`src/rtl/ihd_map.vh`:
```
// Addresses, field positions, reset values and timing of the host/DAC pin block
`ifndef IHD_MAP_VH
`define IHD_MAP_VH
// I/O addresses
`define IHD_AUX_BASE 16'h02d0
`define IHD_OFF_SENSE 16'h0008
`define IHD_OFF_CTL 16'h000b
`define IHD_OFF_STRAP 16'h000c
`define IHD_MISC_ADDR 16'h03c2
`define IHD_DAC_LO 16'h03c6
`define IHD_DAC_HI 16'h03c9
// Display memory window
`define IHD_MEM_LO 24'h0a_0000
`define IHD_MEM_HI 24'h0b_ffff
// I/O select codes
`define IHD_SEL_NONE 3'h0
`define IHD_SEL_SENSE 3'h1
`define IHD_SEL_CTL 3'h2
`define IHD_SEL_STRAP 3'h3
`define IHD_SEL_MISC 3'h4
`define IHD_SEL_DAC 3'h5
// dac_pin_control fields
`define IHD_CTL_RS_HI 3
`define IHD_CTL_MODE 4
`define IHD_CTL_PANEL_FLOAT 6
`define IHD_CTL_IRQ_DIS 7
`define IHD_CTL_RST 8'h00
// misc_output_control fields
`define IHD_MISC_HPOL 6
`define IHD_MISC_VPOL 7
`define IHD_MISC_RST 8'h00
// Strap positions on the memory data pins
`define IHD_STRAP_ALE 5
`define IHD_STRAP_OVL 13
`define IHD_STRAP_SLOW 14
`define IHD_STRAP_LO_MSB 3
`define IHD_STRAP_LO_LSB 0
`define IHD_STRAP_HI_MSB 12
`define IHD_STRAP_HI_LSB 9
`define IHD_STRAP_RST 8'h00
// Synchroniser reset: strobes, enables, suspend and sense pins at idle level
`define IHD_PIN_IDLE 69'h00_0000_0000_1f77_0000
// Address bits latched on ALE
`define IHD_LAT_MSB 23
`define IHD_LAT_LSB 2
// Timing
`define IHD_CLK_NS 20
`define IHD_MEM_WAIT_NS 100
`define IHD_MEM_WAIT_CYC ((`IHD_MEM_WAIT_NS + `IHD_CLK_NS - 1) / `IHD_CLK_NS)
`define IHD_CNT_ONE 3'h1
`endif

```
`src/rtl/ihd_top.v`:
```
// Host ISA slave port, suspend, strap capture and palette DAC pins
`timescale 1ns/1ns
`include "ihd_map.vh"
module ihd_top (
  // Clock, reset, enable
  input wire clk_sys_i,
  input wire reset_n_i,
  input wire ce_i,
  // ISA pins
  input wire [23:0] isa_addr_i,
  input wire [15:0] isa_data_i,
  output reg [15:0] isa_data_o,
  output reg isa_data_oe_o,
  input wire isa_ior_n_i,
  input wire isa_iow_n_i,
  input wire isa_memr_n_i,
  input wire isa_memw_n_i,
  input wire isa_bhe_n_i,
  input wire isa_ale_i,
  input wire memory_decode_enable_i,
  input wire io_decode_enable_n_i,
  input wire isa_reset_i,
  output reg isa_ready_o,
  output reg isa_ready_oe_o,
  output reg isa_irq_o,
  output reg isa_irq_oe_o,
  output reg isa_zws_n_o,
  output reg isa_zws_oe_o,
  // Power and strap pins
  input wire hw_suspend_request_n_i,
  input wire [15:0] memory_data_pins_i,
  output reg power_down_o,
  output reg internal_slow_clock_enable_o,
  // Display memory side
  input wire [15:0] host_mem_rdata_i,
  output reg [23:0] host_addr_o,
  output reg host_mem_req_o,
  output reg host_mem_write_o,
  output reg [15:0] host_wdata_o,
  output reg host_bhe_n_o,
  // Display timing unit side
  input wire [7:0] dtu_pixel_i,
  input wire dtu_blank_i,
  input wire dtu_hsync_i,
  input wire dtu_vsync_i,
  input wire dtu_vretrace_i,
  input wire dtu_irq_enable_i,
  input wire dtu_irq_clear_i,
  input wire dtu_running_i,
  input wire seq_reset_i,
  input wire sw_power_save_i,
  input wire [2:0] cursor_overlay_i,
  input wire [7:0] panel_data_i,
  input wire panel_shift_clock_i,
  input wire backplane_bias_i,
  // Palette DAC pins
  output reg [7:0] pixel_select_out_o,
  output reg dac_pixel_clock_o,
  output reg dac_blank_n_o,
  output reg dac_hsync_o,
  output reg dac_vsync_o,
  output reg dac_read_strobe_n_o,
  output reg dac_write_strobe_n_o,
  output reg dac_register_select_hi_o,
  output reg dac_mode_control_o,
  output reg [1:0] overlay_select_low_o,
  output reg overlay_select_low_oe_o,
  output reg overlay_select_upper_o,
  input wire [2:0] monitor_sense_in_i,
  // Panel pins
  output reg [3:0] upper_panel_data_o,
  output reg [3:0] lower_panel_data_o,
  output reg panel_shift_clock_o,
  output reg backplane_bias_o,
  output reg panel_oe_o,
  output reg panel_power_enable_n_o
);

  localparam ST_IDLE = 2'b00;
  localparam ST_WAIT = 2'b01;
  localparam ST_DONE = 2'b10;

  function [2:0] io_sel;
    input [15:0] a;
    begin
      if (a == `IHD_AUX_BASE + `IHD_OFF_SENSE)
        io_sel = `IHD_SEL_SENSE;
      else if (a == `IHD_AUX_BASE + `IHD_OFF_CTL)
        io_sel = `IHD_SEL_CTL;
      else if (a == `IHD_AUX_BASE + `IHD_OFF_STRAP)
        io_sel = `IHD_SEL_STRAP;
      else if (a == `IHD_MISC_ADDR)
        io_sel = `IHD_SEL_MISC;
      else if (a >= `IHD_DAC_LO && a <= `IHD_DAC_HI)
        io_sel = `IHD_SEL_DAC;
      else
        io_sel = `IHD_SEL_NONE;
    end
  endfunction

  // Two-stage synchroniser for every pin input
  wire [68:0] pin_raw;
  reg [68:0] pin_s1_r;
  reg [68:0] pin_s2_r;
  assign pin_raw = {isa_addr_i, isa_data_i, isa_ior_n_i, isa_iow_n_i,
    isa_memr_n_i, isa_memw_n_i, isa_bhe_n_i, isa_ale_i,
    memory_decode_enable_i, io_decode_enable_n_i, hw_suspend_request_n_i,
    isa_reset_i, monitor_sense_in_i, memory_data_pins_i};

  always @(posedge clk_sys_i or negedge reset_n_i)
  begin
    if (!reset_n_i)
    begin
      pin_s1_r <= `IHD_PIN_IDLE;
      pin_s2_r <= `IHD_PIN_IDLE;
    end
    else if (ce_i)
    begin
      pin_s1_r <= pin_raw;
      pin_s2_r <= pin_s1_r;
    end
  end

  wire [23:0] addr_s;
  wire [15:0] data_s;
  wire ior_n_s;
  wire iow_n_s;
  wire memr_n_s;
  wire memw_n_s;
  wire bhe_n_s;
  wire ale_s;
  wire memory_decode_enable_s;
  wire io_decode_enable_n_n_s;
  wire susp_n_s;
  wire rst_pin_s;
  wire [2:0] sense_s;
  wire [15:0] md_s;
  assign {addr_s, data_s, ior_n_s, iow_n_s, memr_n_s, memw_n_s, bhe_n_s,
    ale_s, memory_decode_enable_s, io_decode_enable_n_n_s, susp_n_s, rst_pin_s, sense_s, md_s} = pin_s2_r;

  reg [7:0] ctl_r;
  reg [7:0] misc_r;
  reg [7:0] strap_r;
  reg ale_mode_r;
  reg ovl_strap_r;
  reg slow_strap_r;
  reg [23:0] lat_addr_r;
  reg rst_d_r;
  reg vret_d_r;
  reg seen_run_r;
  reg [1:0] mem_st_r;
  reg [2:0] wait_cnt_r;
  reg pclk_r;

  wire susp = ~susp_n_s;
  wire hold = rst_pin_s & ~susp;
  // Bus masked in suspend
  wire io_rd = ~ior_n_s & ~susp;
  wire io_wr = ~iow_n_s & ~susp;
  wire io_ok = ~io_decode_enable_n_n_s & ~susp;
  wire mem_rd = ~memr_n_s & ~susp & memory_decode_enable_s;
  wire mem_wr = ~memw_n_s & ~susp & memory_decode_enable_s;
  wire [23:0] addr_eff = ale_mode_r ?
    {lat_addr_r[`IHD_LAT_MSB:`IHD_LAT_LSB], addr_s[`IHD_LAT_LSB-1:0]} :
    addr_s;
  wire [2:0] sel = io_ok ? io_sel(addr_eff[15:0]) : `IHD_SEL_NONE;
  wire own_reg = (sel != `IHD_SEL_NONE) && (sel != `IHD_SEL_DAC);
  wire mem_hit = (addr_eff >= `IHD_MEM_LO) && (addr_eff <= `IHD_MEM_HI);
  wire mem_cyc = (mem_rd | mem_wr) & mem_hit;
  wire pd = susp | sw_power_save_i;

  reg [7:0] rd_byte;
  always @*
  begin
    case (sel)
      `IHD_SEL_SENSE: rd_byte = {5'h00, sense_s};
      `IHD_SEL_CTL: rd_byte = ctl_r;
      `IHD_SEL_STRAP: rd_byte = strap_r;
      `IHD_SEL_MISC: rd_byte = misc_r;
      default: rd_byte = 8'h00;
    endcase
  end

  // Registers, straps and address latch
  always @(posedge clk_sys_i or negedge reset_n_i)
  begin
    if (!reset_n_i)
    begin
      ctl_r <= `IHD_CTL_RST;
      misc_r <= `IHD_MISC_RST;
      strap_r <= `IHD_STRAP_RST;
      ale_mode_r <= 1'b0;
      ovl_strap_r <= 1'b0;
      slow_strap_r <= 1'b0;
      lat_addr_r <= 24'h00_0000;
      rst_d_r <= 1'b0;
    end
    else if (ce_i)
    begin
      rst_d_r <= hold;
      if (rst_d_r && !hold)
      begin
        // Captured once per reset release, then left alone
        strap_r <= {md_s[`IHD_STRAP_HI_MSB:`IHD_STRAP_HI_LSB],
          md_s[`IHD_STRAP_LO_MSB:`IHD_STRAP_LO_LSB]};
        ale_mode_r <= md_s[`IHD_STRAP_ALE];
        ovl_strap_r <= md_s[`IHD_STRAP_OVL];
        slow_strap_r <= md_s[`IHD_STRAP_SLOW];
      end
      if (hold)
      begin
        ctl_r <= `IHD_CTL_RST;
        misc_r <= `IHD_MISC_RST;
      end
      else if (io_wr && sel == `IHD_SEL_CTL)
        ctl_r <= data_s[7:0];
      else if (io_wr && sel == `IHD_SEL_MISC)
        misc_r <= data_s[7:0];
      if (ale_s && !susp)
        lat_addr_r <= addr_s;
    end
  end

  // Host bus answers and memory wait states
  always @(posedge clk_sys_i or negedge reset_n_i)
  begin
    if (!reset_n_i)
    begin
      isa_data_o <= 16'h0000;
      isa_data_oe_o <= 1'b0;
      isa_zws_n_o <= 1'b1;
      isa_zws_oe_o <= 1'b0;
      isa_ready_o <= 1'b1;
      isa_ready_oe_o <= 1'b0;
      dac_read_strobe_n_o <= 1'b1;
      dac_write_strobe_n_o <= 1'b1;
      mem_st_r <= ST_IDLE;
      wait_cnt_r <= 3'h0;
      host_addr_o <= 24'h00_0000;
      host_mem_req_o <= 1'b0;
      host_mem_write_o <= 1'b0;
      host_wdata_o <= 16'h0000;
      host_bhe_n_o <= 1'b1;
    end
    else if (ce_i)
    begin
      host_mem_req_o <= 1'b0;
      if (hold)
      begin
        isa_data_oe_o <= 1'b0;
        isa_zws_oe_o <= 1'b0;
        isa_ready_oe_o <= 1'b0;
        dac_read_strobe_n_o <= 1'b1;
        dac_write_strobe_n_o <= 1'b1;
        mem_st_r <= ST_IDLE;
      end
      else
      begin
        isa_data_oe_o <= (io_rd & own_reg) | (mem_rd & mem_hit);
        isa_data_o <= (mem_rd & mem_hit) ? host_mem_rdata_i : {8'h00, rd_byte};
        isa_zws_n_o <= 1'b0;
        isa_zws_oe_o <= (io_rd | io_wr) & (sel != `IHD_SEL_NONE);
        dac_read_strobe_n_o <= ~(io_rd & (sel == `IHD_SEL_DAC));
        dac_write_strobe_n_o <= ~(io_wr & (sel == `IHD_SEL_DAC));
        isa_ready_o <= 1'b0;
        case (mem_st_r)
          ST_IDLE:
            if (mem_cyc)
            begin
              mem_st_r <= ST_WAIT;
              wait_cnt_r <= `IHD_CNT_ONE;
              isa_ready_oe_o <= 1'b1;
              host_mem_req_o <= 1'b1;
              host_mem_write_o <= mem_wr;
              host_addr_o <= addr_eff;
              host_wdata_o <= data_s;
              host_bhe_n_o <= bhe_n_s;
            end
          ST_WAIT:
            if (wait_cnt_r == `IHD_MEM_WAIT_CYC)
            begin
              mem_st_r <= ST_DONE;
              isa_ready_oe_o <= 1'b0;
            end
            else
              wait_cnt_r <= wait_cnt_r + `IHD_CNT_ONE;
          ST_DONE:
            if (!mem_cyc)
              mem_st_r <= ST_IDLE;
          default:
            mem_st_r <= ST_IDLE;
        endcase
      end
    end
  end

  // Interrupt, power and strap-driven outputs
  always @(posedge clk_sys_i or negedge reset_n_i)
  begin
    if (!reset_n_i)
    begin
      isa_irq_o <= 1'b0;
      isa_irq_oe_o <= 1'b0;
      vret_d_r <= 1'b0;
      seen_run_r <= 1'b0;
      power_down_o <= 1'b0;
      internal_slow_clock_enable_o <= 1'b1;
      panel_power_enable_n_o <= 1'b1;
    end
    else if (ce_i)
    begin
      vret_d_r <= dtu_vretrace_i;
      power_down_o <= pd;
      internal_slow_clock_enable_o <= ~slow_strap_r;
      if (hold)
      begin
        isa_irq_o <= 1'b0;
        isa_irq_oe_o <= 1'b0;
        seen_run_r <= 1'b0;
        panel_power_enable_n_o <= 1'b1;
      end
      else
      begin
        // A new retrace edge beats a clear in the same cycle
        isa_irq_o <= (isa_irq_o & ~dtu_irq_clear_i) |
          (dtu_vretrace_i & ~vret_d_r & dtu_irq_enable_i);
        isa_irq_oe_o <= ~ctl_r[`IHD_CTL_IRQ_DIS];
        if (dtu_running_i)
          seen_run_r <= 1'b1;
        panel_power_enable_n_o <= ~(seen_run_r & dtu_running_i & ~pd &
          ~seq_reset_i);
      end
    end
  end

  // Pixel clock and DAC side outputs
  always @(posedge clk_sys_i or negedge reset_n_i)
  begin
    if (!reset_n_i)
    begin
      pclk_r <= 1'b0;
      dac_pixel_clock_o <= 1'b0;
      pixel_select_out_o <= 8'h00;
      dac_blank_n_o <= 1'b0;
      dac_hsync_o <= 1'b0;
      dac_vsync_o <= 1'b0;
      dac_register_select_hi_o <= 1'b0;
      dac_mode_control_o <= 1'b0;
      overlay_select_low_o <= 2'h0;
      overlay_select_low_oe_o <= 1'b0;
      overlay_select_upper_o <= 1'b0;
    end
    else if (ce_i)
    begin
      pclk_r <= ~pclk_r;
      dac_pixel_clock_o <= ~pclk_r;
      if (pclk_r)
        pixel_select_out_o <= hold ? 8'h00 : dtu_pixel_i;
      if (hold)
      begin
        dac_blank_n_o <= 1'b0;
        dac_hsync_o <= misc_r[`IHD_MISC_HPOL];
        dac_vsync_o <= misc_r[`IHD_MISC_VPOL];
        dac_register_select_hi_o <= 1'b0;
        dac_mode_control_o <= 1'b0;
        overlay_select_low_oe_o <= 1'b0;
        overlay_select_upper_o <= 1'b0;
      end
      else
      begin
        dac_blank_n_o <= ~dtu_blank_i;
        dac_hsync_o <= dtu_hsync_i ^ misc_r[`IHD_MISC_HPOL];
        dac_vsync_o <= dtu_vsync_i ^ misc_r[`IHD_MISC_VPOL];
        dac_register_select_hi_o <= ctl_r[`IHD_CTL_RS_HI];
        dac_mode_control_o <= ctl_r[`IHD_CTL_MODE] & ~pd;
        overlay_select_low_o <= cursor_overlay_i[1:0];
        overlay_select_low_oe_o <= ~ovl_strap_r;
        overlay_select_upper_o <= cursor_overlay_i[2];
      end
    end
  end

  // Panel pins, parked in suspend
  always @(posedge clk_sys_i or negedge reset_n_i)
  begin
    if (!reset_n_i)
    begin
      upper_panel_data_o <= 4'h0;
      lower_panel_data_o <= 4'h0;
      panel_shift_clock_o <= 1'b0;
      backplane_bias_o <= 1'b0;
      panel_oe_o <= 1'b0;
    end
    else if (ce_i)
    begin
      if (susp)
      begin
        upper_panel_data_o <= 4'h0;
        lower_panel_data_o <= 4'h0;
        panel_shift_clock_o <= 1'b0;
        backplane_bias_o <= 1'b0;
        panel_oe_o <= ~ctl_r[`IHD_CTL_PANEL_FLOAT];
      end
      else
      begin
        {upper_panel_data_o, lower_panel_data_o} <= hold ? 8'h00 : panel_data_i;
        panel_shift_clock_o <= panel_shift_clock_i & ~hold;
        backplane_bias_o <= backplane_bias_i & ~hold;
        panel_oe_o <= ~hold;
      end
    end
  end

endmodule // ihd_top

```
`config.mk`:
```
export PLATFORM = sky130hd
export DESIGN_NAME = ihd_top
export DESIGN_NICKNAME = d
export VERILOG_FILES = /design/src/rtl/ihd_top.v
export VERILOG_INCLUDE_DIRS = /design/src /design/src/rtl
export SDC_FILE = /design/constraint.sdc
export NUM_CORES = 1
export LEC_CHECK = 0
export ABC_AREA = 1
export BUFFER_PORTS_ARGS = -buffer_cell sky130_fd_sc_hd__buf_2
export CAP_MARGIN = 20
export CORE_AREA = 4 4 177 161
export DETAILED_ROUTE_END_ITERATION = 10
export DIE_AREA = 0 0 181 165
export GPL_TIMING_DRIVEN = 0
export PLACE_DENSITY_LB_ADDON = 0.1
export SETUP_SLACK_MARGIN = 0.1
export SYNTH_ARGS = -nofsm -noshare
export SYNTH_HDL_FRONTEND = slang
export SYNTH_SLANG_ARGS = --single-unit
```
`constraint.sdc`:
```
create_clock -name clk_sys_i -period 2.8 [get_ports clk_sys_i]
set_clock_uncertainty 0.15 [all_clocks]
set_input_delay 0.28 -clock clk_sys_i [delete_from_list [all_inputs] [get_ports clk_sys_i]]
set_output_delay 0.28 -clock clk_sys_i [all_outputs]
set_load 0.02 [all_outputs]
```
# == Word level (Yosys, flattened, before mapping) ==
# Cells that the tools add are included.
# W data, S select, Z words.
# word_totals
in_bits,118
elab_cells,198
ff_bits,296
# classes
eq_ne,19
n_mux,52
magnitude_cmp,4
reduce_logical,26
add_sub_neg,1
bitwise,50
# op_table
cell,n
$eq A16 B10 Y1 const B,4
$mux W8,7
$pmux W8 S4,1
$mux W1,25
$ge A24 B20 Y1 const B,1
$le A24 B20 Y1 const B,1
$mux W24,1
$mux W3,8
$and A1 B1 Y1,23
$not A1 Y1,20
$ge A16 B10 Y1 const B,1
$le A16 B10 Y1 const B,1
$mux W16,1
$ne A3 B3 Y1 const B,4
$reduce_and A2 Y1,6
$reduce_and A4 Y1,3
$eq A3 B3 Y1 const B,3
$mux W2,4
$mux W4,2
$reduce_bool A2 Y1,4
$logic_and A1 B1 Y1,7
$eq A3 B2 Y1 const B,2
$ne A2 B2 Y1 const B,3
$pmux W2 S3,1
other kinds (13),19

# == Logic depth before layout (Yosys ltp) ==
# depth
word_depth,14
mapped_depth,17
mapped_depth_nobuf,17

# == Worst setup path after synthesis ==
# No wires, ideal clock.
# synth_timing
kind,flip-flop to flip-flop
from,register ale_mode_r
to,register misc_r[6]
t_arrival_ns,1.855
required_ns,2.533
synth_period_minus_slack_ns,2.122
setup_time_ns,0.117
path_slack_ns,0.678
path_stages_with_launch,16
cell_sequence,dfrtp_1 buf_4 nand2_1 nand2_1 nor2_1 nand3_1 inv_1 nand2_1 nor2_2 inv_2 nor2_8 nand2_2 nor2_4 nor2_4 nand2_1 nand2_1
# synth_via
elab_chain_cells,13
word_cells_on_any_way,21
cone_classes,2 x order compare; 7 x eq/ne; 7 x mux; 5 x reduce/logical
# synth_rtl
item,line_no,text
"start, declared",ihd_top.v:144,reg ale_mode_r;
"start signal, assigned",ihd_top.v:206,ale_mode_r <= md_s[`IHD_STRAP_ALE];
$mux W24 *,ihd_top.v:163,wire [23:0] addr_eff = ale_mode_r ?
$ge A16 B10 Y1 (no line) / $le A16 B10 Y1 (equally long branches),n/a,
$logic_and A1 B1 Y1 (no line),n/a,
$mux W3,ihd_top.v:94,else if (a >= `IHD_DAC_LO && a <= `IHD_DAC_HI)
$mux W3,ihd_top.v:92,else if (a == `IHD_MISC_ADDR)
$mux W3,ihd_top.v:90,else if (a == `IHD_AUX_BASE + `IHD_OFF_STRAP)
$mux W3,ihd_top.v:88,else if (a == `IHD_AUX_BASE + `IHD_OFF_CTL)
$mux W3 *,ihd_top.v:86,if (a == `IHD_AUX_BASE + `IHD_OFF_SENSE)
$mux W3 (no line) *,n/a,
$eq A3 B2 Y1 / $eq A3 B3 Y1 (equally long branches),n/a,
$logic_and A1 B1 Y1 (no line),n/a,
$ne A2 B2 Y1 (no line) / $reduce_bool A2 Y1 (equally long branches),n/a,
$reduce_and A3 Y1 (no line) *,n/a,
"end signal, assigned",ihd_top.v:190,misc_r <= `IHD_MISC_RST;
"end signal, assigned",ihd_top.v:213,misc_r <= `IHD_MISC_RST;
"end signal, assigned",ihd_top.v:218,misc_r <= data_s[7:0];
"end, declared",ihd_top.v:142,reg [7:0] misc_r;
# Every way passes the cells marked *; elsewhere a longest branch is shown, timed or not.
# A chain may end at the register's enable or synchronous reset.

# == Worst setup path in the final report ==
# layout_timing
from,register ale_mode_r
to,register host_mem_write_o
# layout_via
elab_chain_cells,5
word_cells_on_any_way,6
cone_classes,2 x order compare; 1 x mux; 1 x bitwise; 2 x reduce/logical
# layout_rtl
item,line_no,text
$mux W24 *,ihd_top.v:163,
$ge A24 B20 Y1 (no line) / $le A24 B20 Y1 (equally long branches),n/a,
$logic_and A1 B1 Y1 *,ihd_top.v:168,wire mem_hit = (addr_eff >= `IHD_MEM_LO) && (addr_eff <= `IHD_MEM_HI);
$and A1 B1 Y1 *,ihd_top.v:169,wire mem_cyc = (mem_rd | mem_wr) & mem_hit;
$reduce_and A4 Y1 (no line) *,n/a,
"end signal, assigned",ihd_top.v:274,host_mem_write_o <= mem_wr;
"end, declared",ihd_top.v:38,"output reg host_mem_write_o,"
# Marks and branches as above.

==> results.ini <==
[run_status]
run_status=finished, final reports clean

[placement]
dp_cells=1930
io_buffers=212
place.gp.congestion=0.877
hpwl_um=23000

[logic_synthesis]
synth_fp_nets=1482
synth_area_mm2=0.0118
ys_ff_latch=284
synthArstFlopShare_pct=100
netlist.area_leader.share_pct=54.1
synth_edf_count=0
yosysMostFrequentCell=nand2_1
yosys_warnings=0
syn_inst=1362
synthFlopType=dfrtp_1
synthTopCellsByArea=dfrtp_1, nand2_1, o21ai_0
yosysTopAreaCell=dfrtp_1
synth_common_cells=nand2_1, dfrtp_1, o21ai_0
synthDistinctLibCells=38
syn_avg_cell_area_um2=8.70
yosysSeqAreaShare_pct=60.3

[run]
max_cap_viol_count=0

[final_layout]
fill_cells=2457
fin_nets=1843
fin_cells=2103
multi_input_comb_area_mm2=0.00405
drive_gt1_share_pct=20.3
areaGrowthSynthToFinish_pct=31.9
ff_latch_area_mm2=0.00714

[timing]
min_period_ns=2.59
fin_crit_sh_pct=92.3
finalSetupViolCount=0
worstMarginPinSlew_ns=0.921
finalSetupTns_ns=0
hold_violations=0
rsz0062_at_grt=no
relSlewSlack_pct=38.6
slew_viol_final=0
fmax_mhz=387

[floorplanning]
die_area_mm2=0.0299
ios=218
row_count=57
die-width_um=181
start_util_pct=44.3
core_mm2=0.0267
dieHeight_um=165

[cts]
root_buffer=clkbuf_16
clock_latency_ns=0.56
cts_buffers=31
clock-sinks=284
cts_tree=built
clk_pin_slew_worst_paths_ns=0.06
ctsLongestPathBuffers=3
h-tree-depth=1

[detailed_routing]
drt_pass1_iterations=8
routed_wl_um=33000
wl_per_cell_um=15.7
drc_errors=0
drtAntennaViolNets=0
drt_iter0_drc=792
vias=10100
avgViaCountPerCell=4.81

[worst_setup_path]
cp-start-kind=flip-flop
crit_type=flip-flop to flip-flop
cp.arrival_ns=2.86
path_max_fanout=10
crit_required_ns=3.08
end_kind=flip-flop

[global_route]
grt_max_degree=118
first_global_vias=10100
grt_pass1_wl_um=53400
antenna_found_initial=1
overflow=0
grt_usage_pct=22.1

[pwr]
p_leak_nw=8.08
irDropWorstVdd_v=0.000474
p_per_area_mw_per_mm2=693

[hold_path]
worst_hold_path_type=input pin to flip-flop

-- critical path, stage by stage (launching register included) --
cell,delay (ns)
dfrtp_2,0.45
inv_4,0.14
clkbuf_4,0.22
nand2_1,0.06
o21ai_0,0.07
o2111ai_1,0.14
nor2_2,0.18
nand2_2,0.12
nor3_4,0.25
inv_4,0.13
buf_4,0.22
buf_4,0.20
nand2_1,0.07
o31ai_1,0.06
-- sequential cells by signal, summed over array words and instances, names as in the netlist, 16 cells and up --
signal / flops
isa_data_o: 16
pin_s1_r: 64
host_wdata_o: 16
pin_s2_r: 64
lat_addr_r: 22
host_addr_o: 24
-- report_power, final --
group          leakage [nW]  switching [mW]  internal [mW]
combinational          4.02            1.20          0.684
clock                 0.501            1.62           2.38
sequential             3.57           0.308           4.64
-- worst paths after layout --
check | start | endpoint | cells after the start | slack (ns)
worst max-delay path | ale_mode_r | host_mem_write_o | 13 | 0.21
worst min-delay path | ce_i | power_down_o | 4 | 0.03
worst max register to register | ale_mode_r | host_mem_write_o | 13 | 0.21
worst min register to register | slow_strap_r | internal_slow_clock_enable_o | 1 | 0.29
max in group asynchronous | reset_n_i | pixel_select_out_o[3] | 3 | 1.39
min in group asynchronous | reset_n_i | host_addr_o[19] | 2 | 0.13
-- timing repair --
item / in CTS / in global routing
endpoints found under the setup margin: 39 / 52
endpoints found under the hold margin: 182 / 0
hold buffers: 112 / 0
resized for setup: 10 / 8
pin swaps: 1 / 7
buffers inserted: 0 / 2
-- metrics by stage --
| step | utilization (%) | setup slack [ns] | hold WS (ns) | power (mW) | cell area, um^2 |
|---|---|---|---|---|---|
| 2_1_floorplan | - | 0.678 | -0.166 | 6.06 | 11800 |
| 3_3_place_gp | 49.9 | -4.16 | 0.265 | 6.68 | 13400 |
| 3_5_place_dp | 50.2 | -0.185 | 0.141 | 6.74 | 13400 |
| 4_1_cts | 58.2 | 0.120 | 0.0134 | 10.9 | 15600 |
| 5_1_grt | 58.4 | 0.0999 | 0.0424 | 11.4 | 15600 |
| 6_report | 58.4 | 0.214 | 0.0308 | 10.8 | 15600 |
-- per-layer routing --
layer,part of all wire (%),global-route usage [%],routed length [um]
met3,5.0,3.46,1660
met5,0,0,0
met1,49,33.9,16300
met2,44,33.4,14400
met4,1.9,4.71,633
-- layout make-up --
cell class | instances | area share [%]
flip-flops and latches | 284 | 45.7
plain buffers | 62 | 1.77
multi-input cells | 903 | 25.9
inverters | 113 | 2.75
clock inverters | 11 | 0.697
well taps | 354 | 2.83
diodes | 1 | 0.0160
clock buffers | 47 | 5.73
repair buffers | 328 | 14.6
-- layout by cell type, fill, tap and decap left out, drive strengths merged --
master,n
nand2,551
dfrtp,256
buf,226
o21ai,174
dlygate4sd3,112
inv,112
clkbuf,99
nor2,78
nand3,32
dfstp,28
nand4,21
a21oi,17
a22o,11
clkinv,10
nor3,4
o31ai,3
or2,2
xor2,2
ha,2
bufinv,2
diode,1
a31oi,1
o2111ai,1
nand3b,1
xnor2,1
nor4,1
a32o,1
-- cells by family after synthesis --
group / after synthesis / share of synthesized area, %
AND/OR/NAND/NOR: 690 / 23.9
AO/OA/AOI/OAI: 208 / 9.57
XOR/XNOR: 3 / 0.222
flip-flops: 284 / 60.3
buffers and inverters: 175 / 5.81
adder cells (fa/ha/maj): 2 / 0.211
Power figures use the tool's default switching activity.
